<file path="config.mk">
export PLATFORM = sky130hd
export DESIGN_NAME = irq_enable_flag_ctrl
export DESIGN_NICKNAME = d
export VERILOG_FILES = /design/src/irq_ctrl_pkg.sv /design/src/irq_enable_flag_ctrl.sv
export SDC_FILE = /design/constraint.sdc
export NUM_CORES = 1
export LEC_CHECK = 0
export ABC_AREA = 1
export BUFFER_PORTS_ARGS = -buffer_cell sky130_fd_sc_hd__buf_2
export CORE_ASPECT_RATIO = 1.5
export CORE_MARGIN = 2
export CORE_UTILIZATION = 45
export DETAILED_ROUTE_END_ITERATION = 8
export PLACE_DENSITY = 0.67
export REMOVE_ABC_BUFFERS = 1
export SLEW_MARGIN = 20
export SYNTH_ARGS = -nofsm -noshare
export SYNTH_HDL_FRONTEND = slang
export SYNTH_SLANG_ARGS = --single-unit
</file>
<file path="constraint.sdc">
create_clock -name clk_sys_i -period 2.16 [get_ports clk_sys_i]
set_clock_uncertainty 0.1 [all_clocks]
set_input_delay 0.216 -clock clk_sys_i [delete_from_list [all_inputs] [get_ports clk_sys_i]]
set_output_delay 0.216 -clock clk_sys_i [all_outputs]
set_load 0.01 [all_outputs]
</file>
<file path="src/irq_ctrl_pkg.sv">
// register map, field positions and reset values of the core interrupt control block
// assumes one 8-bit register port and one system clock
package irq_ctrl_pkg;
    localparam int ADDR_W = 8;                                      // register address width
    localparam int DATA_W = 8;                                      // register data width
    localparam logic [7:0] CTRL_FLAGS_ADDR = 8'h0B;                 // core control/flag register
    localparam logic [7:0] PERIPH_EN_ADDR = 8'h87;                  // first peripheral enable
    localparam logic [7:0] PERIPH_REQ_ADDR = 8'h0C;                 // peripheral request mirror
    localparam logic [7:0] EVT_STATUS_ADDR = 8'h90;                 // sticky event status
    localparam logic [7:0] EVT_MASK_ADDR = 8'h91;                   // event interrupt mask
    localparam logic [7:0] OPTION_ADDR = 8'h92;                     // edge select option
    localparam int GLOBAL_EN_BIT = 7;                               // global enable position
    localparam int PERIPH_GATE_BIT = 6;                             // peripheral gate position
    localparam int T0_EN_BIT = 5;                                   // timer0 enable position
    localparam int EXT_EN_BIT = 4;                                  // external enable position
    localparam int PC_EN_BIT = 3;                                   // pin-change enable position
    localparam int T0_FLAG_BIT = 2;                                 // timer0 flag position
    localparam int EXT_FLAG_BIT = 1;                                // external flag position
    localparam int PC_FLAG_BIT = 0;                                 // pin-change flag position
    localparam int OVERTEMP_BIT = 7;                                // over-temperature enable
    localparam int EDGE_SEL_BIT = 0;                                // edge select in option reg
    localparam logic [6:0] CTRL_RESET = 7'h00;                      // bits 7..1 reset value
    localparam logic [7:0] PERIPH_EN_RESET = 8'h00;                 // peripheral enable reset
    localparam logic [7:0] EVT_RESET = 8'h00;                       // status and mask reset
    localparam logic [7:0] OPTION_RESET = 8'h01;                    // rising edge after reset
endpackage : irq_ctrl_pkg

</file>
<file path="src/irq_enable_flag_ctrl.sv">
// core interrupt control/flag register, first peripheral enable register and request gating
// assumes synchronous inputs, a plain register port and the core sampling core_irq_req_o
//
// Our own choice: the address-and-strobe port.
`timescale 1ns/10ps
module irq_enable_flag_ctrl
    import irq_ctrl_pkg::*;
#(
    parameter int PIN_COUNT = 4                                     // pin-change inputs watched
) (
    // clock and reset
    input wire logic clk_sys_i,
    input wire logic reset_n_i,
    // register port
    input wire logic [irq_ctrl_pkg::ADDR_W-1:0] reg_addr_i,
    input wire logic [irq_ctrl_pkg::DATA_W-1:0] reg_wdata_i,
    input wire logic reg_wr_i,
    input wire logic reg_rd_i,
    output logic [irq_ctrl_pkg::DATA_W-1:0] reg_rdata_o,
    // event sources
    input wire logic timer0_rollover_i,
    input wire logic ext_pin_i,
    input wire logic [PIN_COUNT-1:0] pin_change_in_i,
    input wire logic [PIN_COUNT-1:0] per_pin_change_enables_i,
    input wire logic [7:0] periph_req_flags_i,
    // outputs to the core
    output logic core_irq_req_o,
    output logic evt_irq_o
);
    import irq_ctrl_pkg::*;

    initial begin
        if (PIN_COUNT < 1 || PIN_COUNT > 8) begin
            $error("PIN_COUNT must be 1 to 8");
        end
    end

    logic global_irq_enable;                                        // bit 7
    logic peripheral_irq_gate;                                      // bit 6
    logic timer0_overflow_irq_enable;                               // bit 5
    logic ext_pin_irq_enable;                                       // bit 4
    logic pin_change_irq_enable;                                    // bit 3
    logic timer0_overflow_flag;                                     // bit 2, sticky
    logic ext_pin_irq_flag;                                         // bit 1, sticky
    logic pin_change_irq_flag;                                      // bit 0, sticky
    logic [7:0] peripheral_irq_enable_one;                          // enables at 87h
    logic ext_edge_select;                                          // 1 rising, 0 falling
    logic ext_pin_prev;                                             // last pin sample
    logic [PIN_COUNT-1:0] pin_prev;                                 // last pin-change samples
    logic pin_prev_valid;                                           // samples hold real history
    logic [7:0] evt_status;                                         // sticky event status
    logic [7:0] evt_mask;                                           // event mask
    logic ext_edge_seen;                                            // qualified edge this cycle
    logic pin_change_seen;                                          // any watched pin changed
    logic periph_any;                                               // any enabled peripheral req
    logic next_core_irq;                                            // combined request
    logic wr_ctrl;                                                  // write to control/flags
    logic [7:0] ctrl_read;                                          // assembled control byte
    logic [7:0] evt_set;                                            // status set this cycle

    // edge detection; the history is held only once a first sample exists,
    // so a pin that idles high cannot fake an edge right after reset
    assign ext_edge_seen = pin_prev_valid & (ext_edge_select ? (ext_pin_i & ~ext_pin_prev)
                                           : (~ext_pin_i & ext_pin_prev));
    assign pin_change_seen = pin_prev_valid &
        (|((pin_change_in_i ^ pin_prev) & per_pin_change_enables_i));

    // peripheral requests only count through their own enable
    assign periph_any = |(peripheral_irq_enable_one & periph_req_flags_i);

    // the core request; enables only gate, flags never depend on them
    assign next_core_irq = global_irq_enable & (
        (timer0_overflow_irq_enable & timer0_overflow_flag) |
        (ext_pin_irq_enable & ext_pin_irq_flag) |
        (pin_change_irq_enable & pin_change_irq_flag) |
        (peripheral_irq_gate & periph_any));
    assign core_irq_req_o = next_core_irq;

    assign wr_ctrl = reg_wr_i && (reg_addr_i == CTRL_FLAGS_ADDR);
    assign ctrl_read = {global_irq_enable, peripheral_irq_gate, timer0_overflow_irq_enable,
                        ext_pin_irq_enable, pin_change_irq_enable, timer0_overflow_flag,
                        ext_pin_irq_flag, pin_change_irq_flag};

    // pin sample history, used for both edge detectors
    always_ff @(posedge clk_sys_i or negedge reset_n_i) begin
        if (!reset_n_i) begin
            ext_pin_prev <= 1'b0;
            pin_prev <= '0;
            pin_prev_valid <= 1'b0;
        end else begin
            ext_pin_prev <= ext_pin_i;
            pin_prev <= pin_change_in_i;
            pin_prev_valid <= 1'b1;
        end
    end

    // enable bits of the control register
    always_ff @(posedge clk_sys_i or negedge reset_n_i) begin
        if (!reset_n_i) begin
            {global_irq_enable, peripheral_irq_gate, timer0_overflow_irq_enable,
             ext_pin_irq_enable, pin_change_irq_enable} <= CTRL_RESET[6:2];
        end else if (wr_ctrl) begin
            global_irq_enable <= reg_wdata_i[GLOBAL_EN_BIT];
            peripheral_irq_gate <= reg_wdata_i[PERIPH_GATE_BIT];
            timer0_overflow_irq_enable <= reg_wdata_i[T0_EN_BIT];
            ext_pin_irq_enable <= reg_wdata_i[EXT_EN_BIT];
            pin_change_irq_enable <= reg_wdata_i[PC_EN_BIT];
        end
    end

    // flags: software writes the byte, but a new event in the same cycle wins
    always_ff @(posedge clk_sys_i or negedge reset_n_i) begin
        if (!reset_n_i) begin
            timer0_overflow_flag <= CTRL_RESET[1];
            ext_pin_irq_flag <= CTRL_RESET[0];
            pin_change_irq_flag <= 1'b0;                            // power-on value is free
        end else begin
            if (timer0_rollover_i) begin
                timer0_overflow_flag <= 1'b1;
            end else if (wr_ctrl) begin
                timer0_overflow_flag <= reg_wdata_i[T0_FLAG_BIT];
            end
            if (ext_edge_seen) begin
                ext_pin_irq_flag <= 1'b1;
            end else if (wr_ctrl) begin
                ext_pin_irq_flag <= reg_wdata_i[EXT_FLAG_BIT];
            end
            if (pin_change_seen) begin
                pin_change_irq_flag <= 1'b1;
            end else if (wr_ctrl) begin
                pin_change_irq_flag <= reg_wdata_i[PC_FLAG_BIT];
            end
        end
    end

    // peripheral enables and edge option
    always_ff @(posedge clk_sys_i or negedge reset_n_i) begin
        if (!reset_n_i) begin
            peripheral_irq_enable_one <= PERIPH_EN_RESET;
            ext_edge_select <= OPTION_RESET[EDGE_SEL_BIT];
        end else begin
            if (reg_wr_i && reg_addr_i == PERIPH_EN_ADDR) begin
                peripheral_irq_enable_one <= reg_wdata_i;
            end
            if (reg_wr_i && reg_addr_i == OPTION_ADDR) begin
                ext_edge_select <= reg_wdata_i[EDGE_SEL_BIT];
            end
        end
    end

    // event status: bit0 timer0, bit1 ext edge, bit2 pin change, bit3 core request rise
    logic core_req_q;                                               // previous core request
    assign evt_set = {4'h0, next_core_irq & ~core_req_q, pin_change_seen, ext_edge_seen,
                      timer0_rollover_i};

    always_ff @(posedge clk_sys_i or negedge reset_n_i) begin
        if (!reset_n_i) begin
            evt_status <= EVT_RESET;
            evt_mask <= EVT_RESET;
            core_req_q <= 1'b0;
        end else begin
            core_req_q <= next_core_irq;
            // write-one-to-clear, a same-cycle set wins
            if (reg_wr_i && reg_addr_i == EVT_STATUS_ADDR) begin
                evt_status <= (evt_status & ~reg_wdata_i) | evt_set;
            end else begin
                evt_status <= evt_status | evt_set;
            end
            if (reg_wr_i && reg_addr_i == EVT_MASK_ADDR) begin
                evt_mask <= reg_wdata_i;
            end
        end
    end
    assign evt_irq_o = |(evt_status & evt_mask);

    // read data, one cycle after the strobe; unmapped addresses read zero
    always_ff @(posedge clk_sys_i or negedge reset_n_i) begin
        if (!reset_n_i) begin
            reg_rdata_o <= 8'h00;
        end else if (reg_rd_i) begin
            unique case (reg_addr_i)
                CTRL_FLAGS_ADDR: reg_rdata_o <= ctrl_read;
                PERIPH_EN_ADDR: reg_rdata_o <= peripheral_irq_enable_one;
                PERIPH_REQ_ADDR: reg_rdata_o <= periph_req_flags_i;
                EVT_STATUS_ADDR: reg_rdata_o <= evt_status;
                EVT_MASK_ADDR: reg_rdata_o <= evt_mask;
                OPTION_ADDR: reg_rdata_o <= {7'h00, ext_edge_select};
                default: reg_rdata_o <= 8'h00;
            endcase
        end else begin
            reg_rdata_o <= 8'h00;
        end
    end

    // last write data, kept only so the checks can compare what landed
    logic [7:0] last_wdata;
    always_ff @(posedge clk_sys_i or negedge reset_n_i) begin
        if (!reset_n_i) begin
            last_wdata <= 8'h00;
        end else begin
            last_wdata <= reg_wdata_i;
        end
    end

    // checks
    AST_GLOBAL_BLOCKS: assert property (@(posedge clk_sys_i) disable iff (!reset_n_i)
        !global_irq_enable |-> !core_irq_req_o) else $error("request with global off");
    AST_PERIPH_GATE: assert property (@(posedge clk_sys_i) disable iff (!reset_n_i)
        (!peripheral_irq_gate && !(timer0_overflow_irq_enable && timer0_overflow_flag)
         && !(ext_pin_irq_enable && ext_pin_irq_flag)
         && !(pin_change_irq_enable && pin_change_irq_flag)) |-> !core_irq_req_o)
        else $error("peripheral request leaked");
    AST_PERIPH_PASS: assert property (@(posedge clk_sys_i) disable iff (!reset_n_i)
        (global_irq_enable && peripheral_irq_gate && periph_any) |-> core_irq_req_o)
        else $error("peripheral request lost");
    AST_T0_REQ: assert property (@(posedge clk_sys_i) disable iff (!reset_n_i)
        (global_irq_enable && timer0_overflow_irq_enable && timer0_overflow_flag)
        |-> core_irq_req_o) else $error("timer0 request lost");
    AST_EXT_REQ: assert property (@(posedge clk_sys_i) disable iff (!reset_n_i)
        (global_irq_enable && ext_pin_irq_enable && ext_pin_irq_flag) |-> core_irq_req_o)
        else $error("external request lost");
    AST_T0_STICKY: assert property (@(posedge clk_sys_i) disable iff (!reset_n_i)
        timer0_rollover_i |=> timer0_overflow_flag) else $error("timer0 flag not set");
    AST_EXT_HOLD: assert property (@(posedge clk_sys_i) disable iff (!reset_n_i)
        (ext_pin_irq_flag && !wr_ctrl) |=> ext_pin_irq_flag) else $error("ext flag dropped");
    AST_EXT_RISE: assert property (@(posedge clk_sys_i) disable iff (!reset_n_i)
        (ext_edge_select && pin_prev_valid && $rose(ext_pin_i)) |=> ext_pin_irq_flag)
        else $error("rising edge missed");
    AST_PC_SET: assert property (@(posedge clk_sys_i) disable iff (!reset_n_i)
        pin_change_seen |=> pin_change_irq_flag) else $error("pin change missed");
    AST_OT_MASK: assert property (@(posedge clk_sys_i) disable iff (!reset_n_i)
        (periph_req_flags_i == 8'h80 && !peripheral_irq_enable_one[OVERTEMP_BIT]) |-> !periph_any)
        else $error("overtemp not masked");

    // a falling edge sets the flag when falling edges are selected
    AST_EXT_FALL: assert property (@(posedge clk_sys_i)
        disable iff (!reset_n_i)
        (!ext_edge_select && pin_prev_valid && $fell(ext_pin_i)) |=> ext_pin_irq_flag)
        else $error("falling edge missed");

    // a falling edge must never count while rising edges are selected
    AST_EXT_WRONG_EDGE: assert property (@(posedge clk_sys_i)
        disable iff (!reset_n_i)
        (ext_edge_select && $fell(ext_pin_i)) |-> !ext_edge_seen)
        else $error("wrong edge taken");

    // a zero written to the external flag clears it when no edge competes
    AST_EXT_CLEAR: assert property (@(posedge clk_sys_i)
        disable iff (!reset_n_i)
        (wr_ctrl && !reg_wdata_i[EXT_FLAG_BIT] && !ext_edge_seen) |=> !ext_pin_irq_flag)
        else $error("ext flag not cleared");

    // an edge in the cycle of a clearing write still sets the flag
    AST_EXT_SET_WINS: assert property (@(posedge clk_sys_i)
        disable iff (!reset_n_i)
        (wr_ctrl && ext_edge_seen) |=> ext_pin_irq_flag)
        else $error("ext edge lost to write");

    // the timer0 flag only falls through a register write
    AST_T0_HOLD: assert property (@(posedge clk_sys_i)
        disable iff (!reset_n_i)
        (timer0_overflow_flag && !wr_ctrl) |=> timer0_overflow_flag)
        else $error("timer0 flag dropped");

    // software clears the timer0 flag by writing zero
    AST_T0_CLEAR: assert property (@(posedge clk_sys_i)
        disable iff (!reset_n_i)
        (wr_ctrl && !reg_wdata_i[T0_FLAG_BIT] && !timer0_rollover_i) |=> !timer0_overflow_flag)
        else $error("timer0 flag not cleared");

    // the pin-change flag is sticky as well
    AST_PC_HOLD: assert property (@(posedge clk_sys_i)
        disable iff (!reset_n_i)
        (pin_change_irq_flag && !wr_ctrl) |=> pin_change_irq_flag)
        else $error("pin change flag dropped");

    // with every per-pin enable off, no pin raises a change
    AST_PC_MASKED: assert property (@(posedge clk_sys_i)
        disable iff (!reset_n_i)
        (per_pin_change_enables_i == '0) |-> !pin_change_seen)
        else $error("masked pin change seen");

    // an enabled pin-change flag reaches the core
    AST_PC_REQ: assert property (@(posedge clk_sys_i)
        disable iff (!reset_n_i)
        (global_irq_enable && pin_change_irq_enable && pin_change_irq_flag) |-> core_irq_req_o)
        else $error("pin change request lost");

    // every core request has an enabled source behind it
    AST_REQ_SOURCE: assert property (@(posedge clk_sys_i)
        disable iff (!reset_n_i)
        core_irq_req_o |-> ((timer0_overflow_irq_enable && timer0_overflow_flag)
        || (ext_pin_irq_enable && ext_pin_irq_flag)
        || (pin_change_irq_enable && pin_change_irq_flag)
        || (peripheral_irq_gate && periph_any)))
        else $error("request without source");

    // the flag sets even with every enable off
    AST_FLAG_NO_ENABLE: assert property (@(posedge clk_sys_i)
        disable iff (!reset_n_i)
        (timer0_rollover_i && !global_irq_enable && !timer0_overflow_irq_enable)
        |=> timer0_overflow_flag)
        else $error("flag waited for enable");

    // enable bits take the written byte
    AST_CTRL_WRITE: assert property (@(posedge clk_sys_i)
        disable iff (!reset_n_i)
        wr_ctrl |=> (ctrl_read[7:3] == last_wdata[7:3]))
        else $error("enable write lost");

    // the peripheral enable register takes the written byte
    AST_PERIPH_WRITE: assert property (@(posedge clk_sys_i)
        disable iff (!reset_n_i)
        (reg_wr_i && reg_addr_i == PERIPH_EN_ADDR) |=> (peripheral_irq_enable_one == last_wdata))
        else $error("peripheral enable write lost");

    // reads of the enable register return it one cycle later
    AST_PERIPH_READ: assert property (@(posedge clk_sys_i)
        disable iff (!reset_n_i)
        (reg_rd_i && reg_addr_i == PERIPH_EN_ADDR)
        |=> (reg_rdata_o == $past(peripheral_irq_enable_one)))
        else $error("peripheral enable read wrong");

    // reads of the control byte return it one cycle later
    AST_CTRL_READ: assert property (@(posedge clk_sys_i)
        disable iff (!reset_n_i)
        (reg_rd_i && reg_addr_i == CTRL_FLAGS_ADDR) |=> (reg_rdata_o == $past(ctrl_read)))
        else $error("control read wrong");

    // the timer0 event status bit stays until written off
    AST_EVT_STICKY: assert property (@(posedge clk_sys_i)
        disable iff (!reset_n_i)
        (evt_status[0] && !(reg_wr_i && reg_addr_i == EVT_STATUS_ADDR)) |=> evt_status[0])
        else $error("event status dropped");

    // an enabled over-temperature request counts as a peripheral request
    AST_OT_PASS: assert property (@(posedge clk_sys_i)
        disable iff (!reset_n_i)
        (peripheral_irq_enable_one[OVERTEMP_BIT] && periph_req_flags_i[OVERTEMP_BIT])
        |-> periph_any)
        else $error("overtemp request lost");
    COV_T0_IRQ: cover property (@(posedge clk_sys_i) disable iff (!reset_n_i)
        timer0_rollover_i ##1 core_irq_req_o);
    COV_EXT_FALL: cover property (@(posedge clk_sys_i) disable iff (!reset_n_i)
        !ext_edge_select && $fell(ext_pin_i) ##1 ext_pin_irq_flag);
    COV_PERIPH: cover property (@(posedge clk_sys_i) disable iff (!reset_n_i)
        peripheral_irq_gate && periph_any && core_irq_req_o);
    COV_PC_IRQ: cover property (@(posedge clk_sys_i) disable iff (!reset_n_i)
        pin_change_seen ##1 pin_change_irq_flag);
    COV_EXT_RISE: cover property (@(posedge clk_sys_i) disable iff (!reset_n_i)
        ext_edge_select && ext_edge_seen ##1 ext_pin_irq_flag);
endmodule : irq_enable_flag_ctrl

</file>
==> flow_summary_export.csv <==
group,metric,value,unit
clocking,post_cts_buffers,0,
drt,drt_first_pass_iters,4,
hold_path,hold_class,"in2reg",
placed_design,hpwl,4850,um
hold_path,hp-start,"timer0_rollover_i",
power_and_ir_drop,p_total,0.00175,W
logic_synthesis,synth_edf_count,0,
clocking,htreeDepth,2,
critical_path,arrival,1520,ps
finish,fin_util,54.9,%
logic_synthesis,ys_seq_area_share,47.7,%
floorplanning,io-pin-count,48,
sta,post-route-min-period,1840,ps
sta,setup_violations,0,
drt,wl_met2,3200,um
clocking,clkSinkCount,48,
floorplanning,die_h,95.7,um
floorplanning,die_w,65.1,um
clocking,clock-root-buffer,"clkbuf_8",
sta,slew_headroom,57.1,%
clocking,cts_buffers,5,
sta,finalHoldViolations,0,
drt,met1Wirelength,2450,um
finish,fin_nets,402,
critical_path,worstReg2RegStart,"pin_prev[2]",
logic_synthesis,ys.flop_type,"dfrtp_1",
clocking,clock_latency,300,ps
global_routing,grt_pass1_wl,10600,um
critical_path,crit_type,"reg2out",
logic_synthesis,yosysWarnings,0,
logic_synthesis,synth_area,2520,sq um
sta,rsz0062_at_grt,"false",
clocking,cts-hold-fix-buffers,6,
drt,drc_errors,0,
sta,finalWorstSetupSlack,320,ps
logic_synthesis,netlist_instances,306,
critical_path,path_max_fanout,3,
drt,drt_wl_total,6200,um
finish,area_delta_synth_final,18.8,%
clocking,cts_resized,0,
placed_design,place_ws,532,ps
logic_synthesis,synth-seq-cells,48,
logic_synthesis,synthArstFlopShare,100,%
drt,wl_met3,326,um
floorplanning,rows,33,
critical_path,cp.required,1840,ps
finish,antenna_cells,0,
drt,ant_nets,0,
power_and_ir_drop,power_leakage,1.59,nW
placed_design,dpl.cell_count,421,
sta,fmax,543,MHz
critical_path,timing.rr.end,"evt_status[2]",
global_routing,first_global_vias,2261,
clocking,clockBufferDepth,2,
global_routing,grt_usage,22.5,%
finish,drive_above_1_share,25.5,%
logic_synthesis,synth.avg_cell_area,8.24,sq um
critical_path,worst_r2r_path_depth,5,
placed_design,gp_congestion,0.900,
logic_synthesis,synth_cell_types,30,
global_routing,grt-ovfl-total,0,
floorplanning,die_area,6230,sq um
global_routing,antenna_found_initial,0,
job,cap_viol_max_count,0,
hold_path,hold_depth,2,
finish,fillers,543,
sta,drv_slew,0,
sta,worst_pin_slew,644,ps
drt,vias,2266,
floorplanning,core_area,5450,sq um
hold_path,holdPathEnd,"evt_status[0]",
critical_path,reg2reg_slack,790,ps
sta,min_period_over_period,85.2,%
drt,top_layer,"met4",
status,status,"complete, no violations",
drt,dr.first_iter.drc_count,172,
placed_design,portBuffers,47,
sta,finalSetupTns,0,ps
clocking,cts_tree,"done",
power_and_ir_drop,pwr_density_cell,585,nW/um^2
critical_path,start_kind,"flip-flop",
finish,multi_input_area,1200,sq um
clocking,cts.clk_slew.worst_paths,90,ps
drt,vias_per_cell,5.21,
critical_path,crit_path_end_kind,"output pin",
power_and_ir_drop,vdd_drop_max,0.349,mV
finish,final_cells,435,
finish,regArea,1200,sq um
drt,post_drt_wl_per_cell,14.2,um
global_routing,grt_max_degree,27,
floorplanning,floorplan.initialDensity,46.2,%
cell usage after synthesis (2+ instances only):
cell     count  area, sq um
inv_2        5         18.8
dfrtp_1     47         1180
nor2_1      22         82.6
nand3_1     45          225
a21o_1       2         15.0
o21ai_0     25          125
o21ai_2      3         26.3
nor2_8       4         80.1
inv_1       18         67.6
o21ai_1      3         15.0
buf_4        2         15.0
nand2_2     12         75.1
a21oi_1     10         50.1
nand2_4      3         33.8
nand2_1     83          312
o21a_1       2         15.0
nor2_4       7         78.8
registers in the layout, summed over array words and instances (netlist names), 4 cells and up:
| register | flops |
|---|---|
| reg_rdata_o | 8 |
| evt_status | 8 |
| peripheral_irq_enable_one | 8 |
| evt_mask | 8 |
| pin_prev | 4 |
worst max path at each step:
stage / start / end / slack, ps / cells past startpoint
floorplan: reg_wr_i / evt_mask[0] / 830 / 3
global placement: reg_addr_i[6] / evt_mask[0] / 570 / 8
detailed placement: reg_addr_i[6] / evt_status[0] / 530 / 8
CTS: evt_status[3] / evt_irq_o / 340 / 5
global route: evt_status[3] / evt_irq_o / 240 / 5
finish: evt_status[2] / evt_irq_o / 320 / 5
metrics by stage:
step	hold WS, ps	cell area, sq um
after floorplan	-180	2480
after global placement	162	2840
after detailed placement	179	2840
after CTS	27.4	2990
after global routing	33.7	2990
final	28.8	2990
cells by family after synthesis:
logic type                Yosys count  share of synthesized area (%)
buffers and inverters              28                           4.82
and+or+nand+nor                   179                           36.0
DFF                                48                           47.7
AOI/OAI and AO/OA                  49                           11.0
xor gates and xnor gates            1                          0.348
other                               1                          0.149
area by class of cell:
type                    count  share of cell area (%)
inverters                  23                    2.88
clock buffers               8                    3.01
well taps                  70                    2.93
multi-input cells         230                    40.0
flip-flops and latches     48                    40.2
repair buffers             56                    11.0
layer usage:
metal,vias to the layer above,track usage (%)
li1,1112,-
met1,1054,25.3
met2,84,40.2
met3,16,4.49
met4,0,11.1
met5,-,0
power by group:
part / internal, W / leakage, nW / total [W] / switching (W)
clock network: 0.000262 / 0.0455 / 0.000562 / 0.000300
logic: 0.0000819 / 0.971 / 0.000218 / 0.000136
registers: 0.000941 / 0.570 / 0.000971 / 0.0000304
placed cells by master, fill, tap and decap left out:
cell type	synthesis	final
o21ai_1	3	3
o21ai_0	25	25
o21ai_2	3	3
conb_1	1	1
clkbuf_8	0	6
nand2_1	83	83
nand2_4	3	3
inv_2	5	5
or2_2	1	1
clkbuf_1	1	2
nor2_1	22	22
nand3_1	45	45
nor2_2	1	1
a221oi_1	1	1
inv_1	18	18
dlygate4sd3_1	0	6
nor2_4	7	7
buf_4	2	2
xor2_1	1	1
o21a_1	2	2
dfrtp_1	47	47
dfstp_2	1	1
a21boi_0	1	1
a21o_1	2	2
buf_12	0	1
nor2_8	4	4
nand3b_1	1	1
o211ai_1	1	1
buf_2	1	47
o22ai_1	1	1
nand2_2	12	12
a21oi_1	10	10
worst max-delay path, stage by stage (launching register included):
cell	delay [ps]
dfrtp_1	410
nand2_1	90
nand2_1	50
a221oi_1	350
o211ai_1	150
buf_2	170
(Power assumes the default switching activity.)
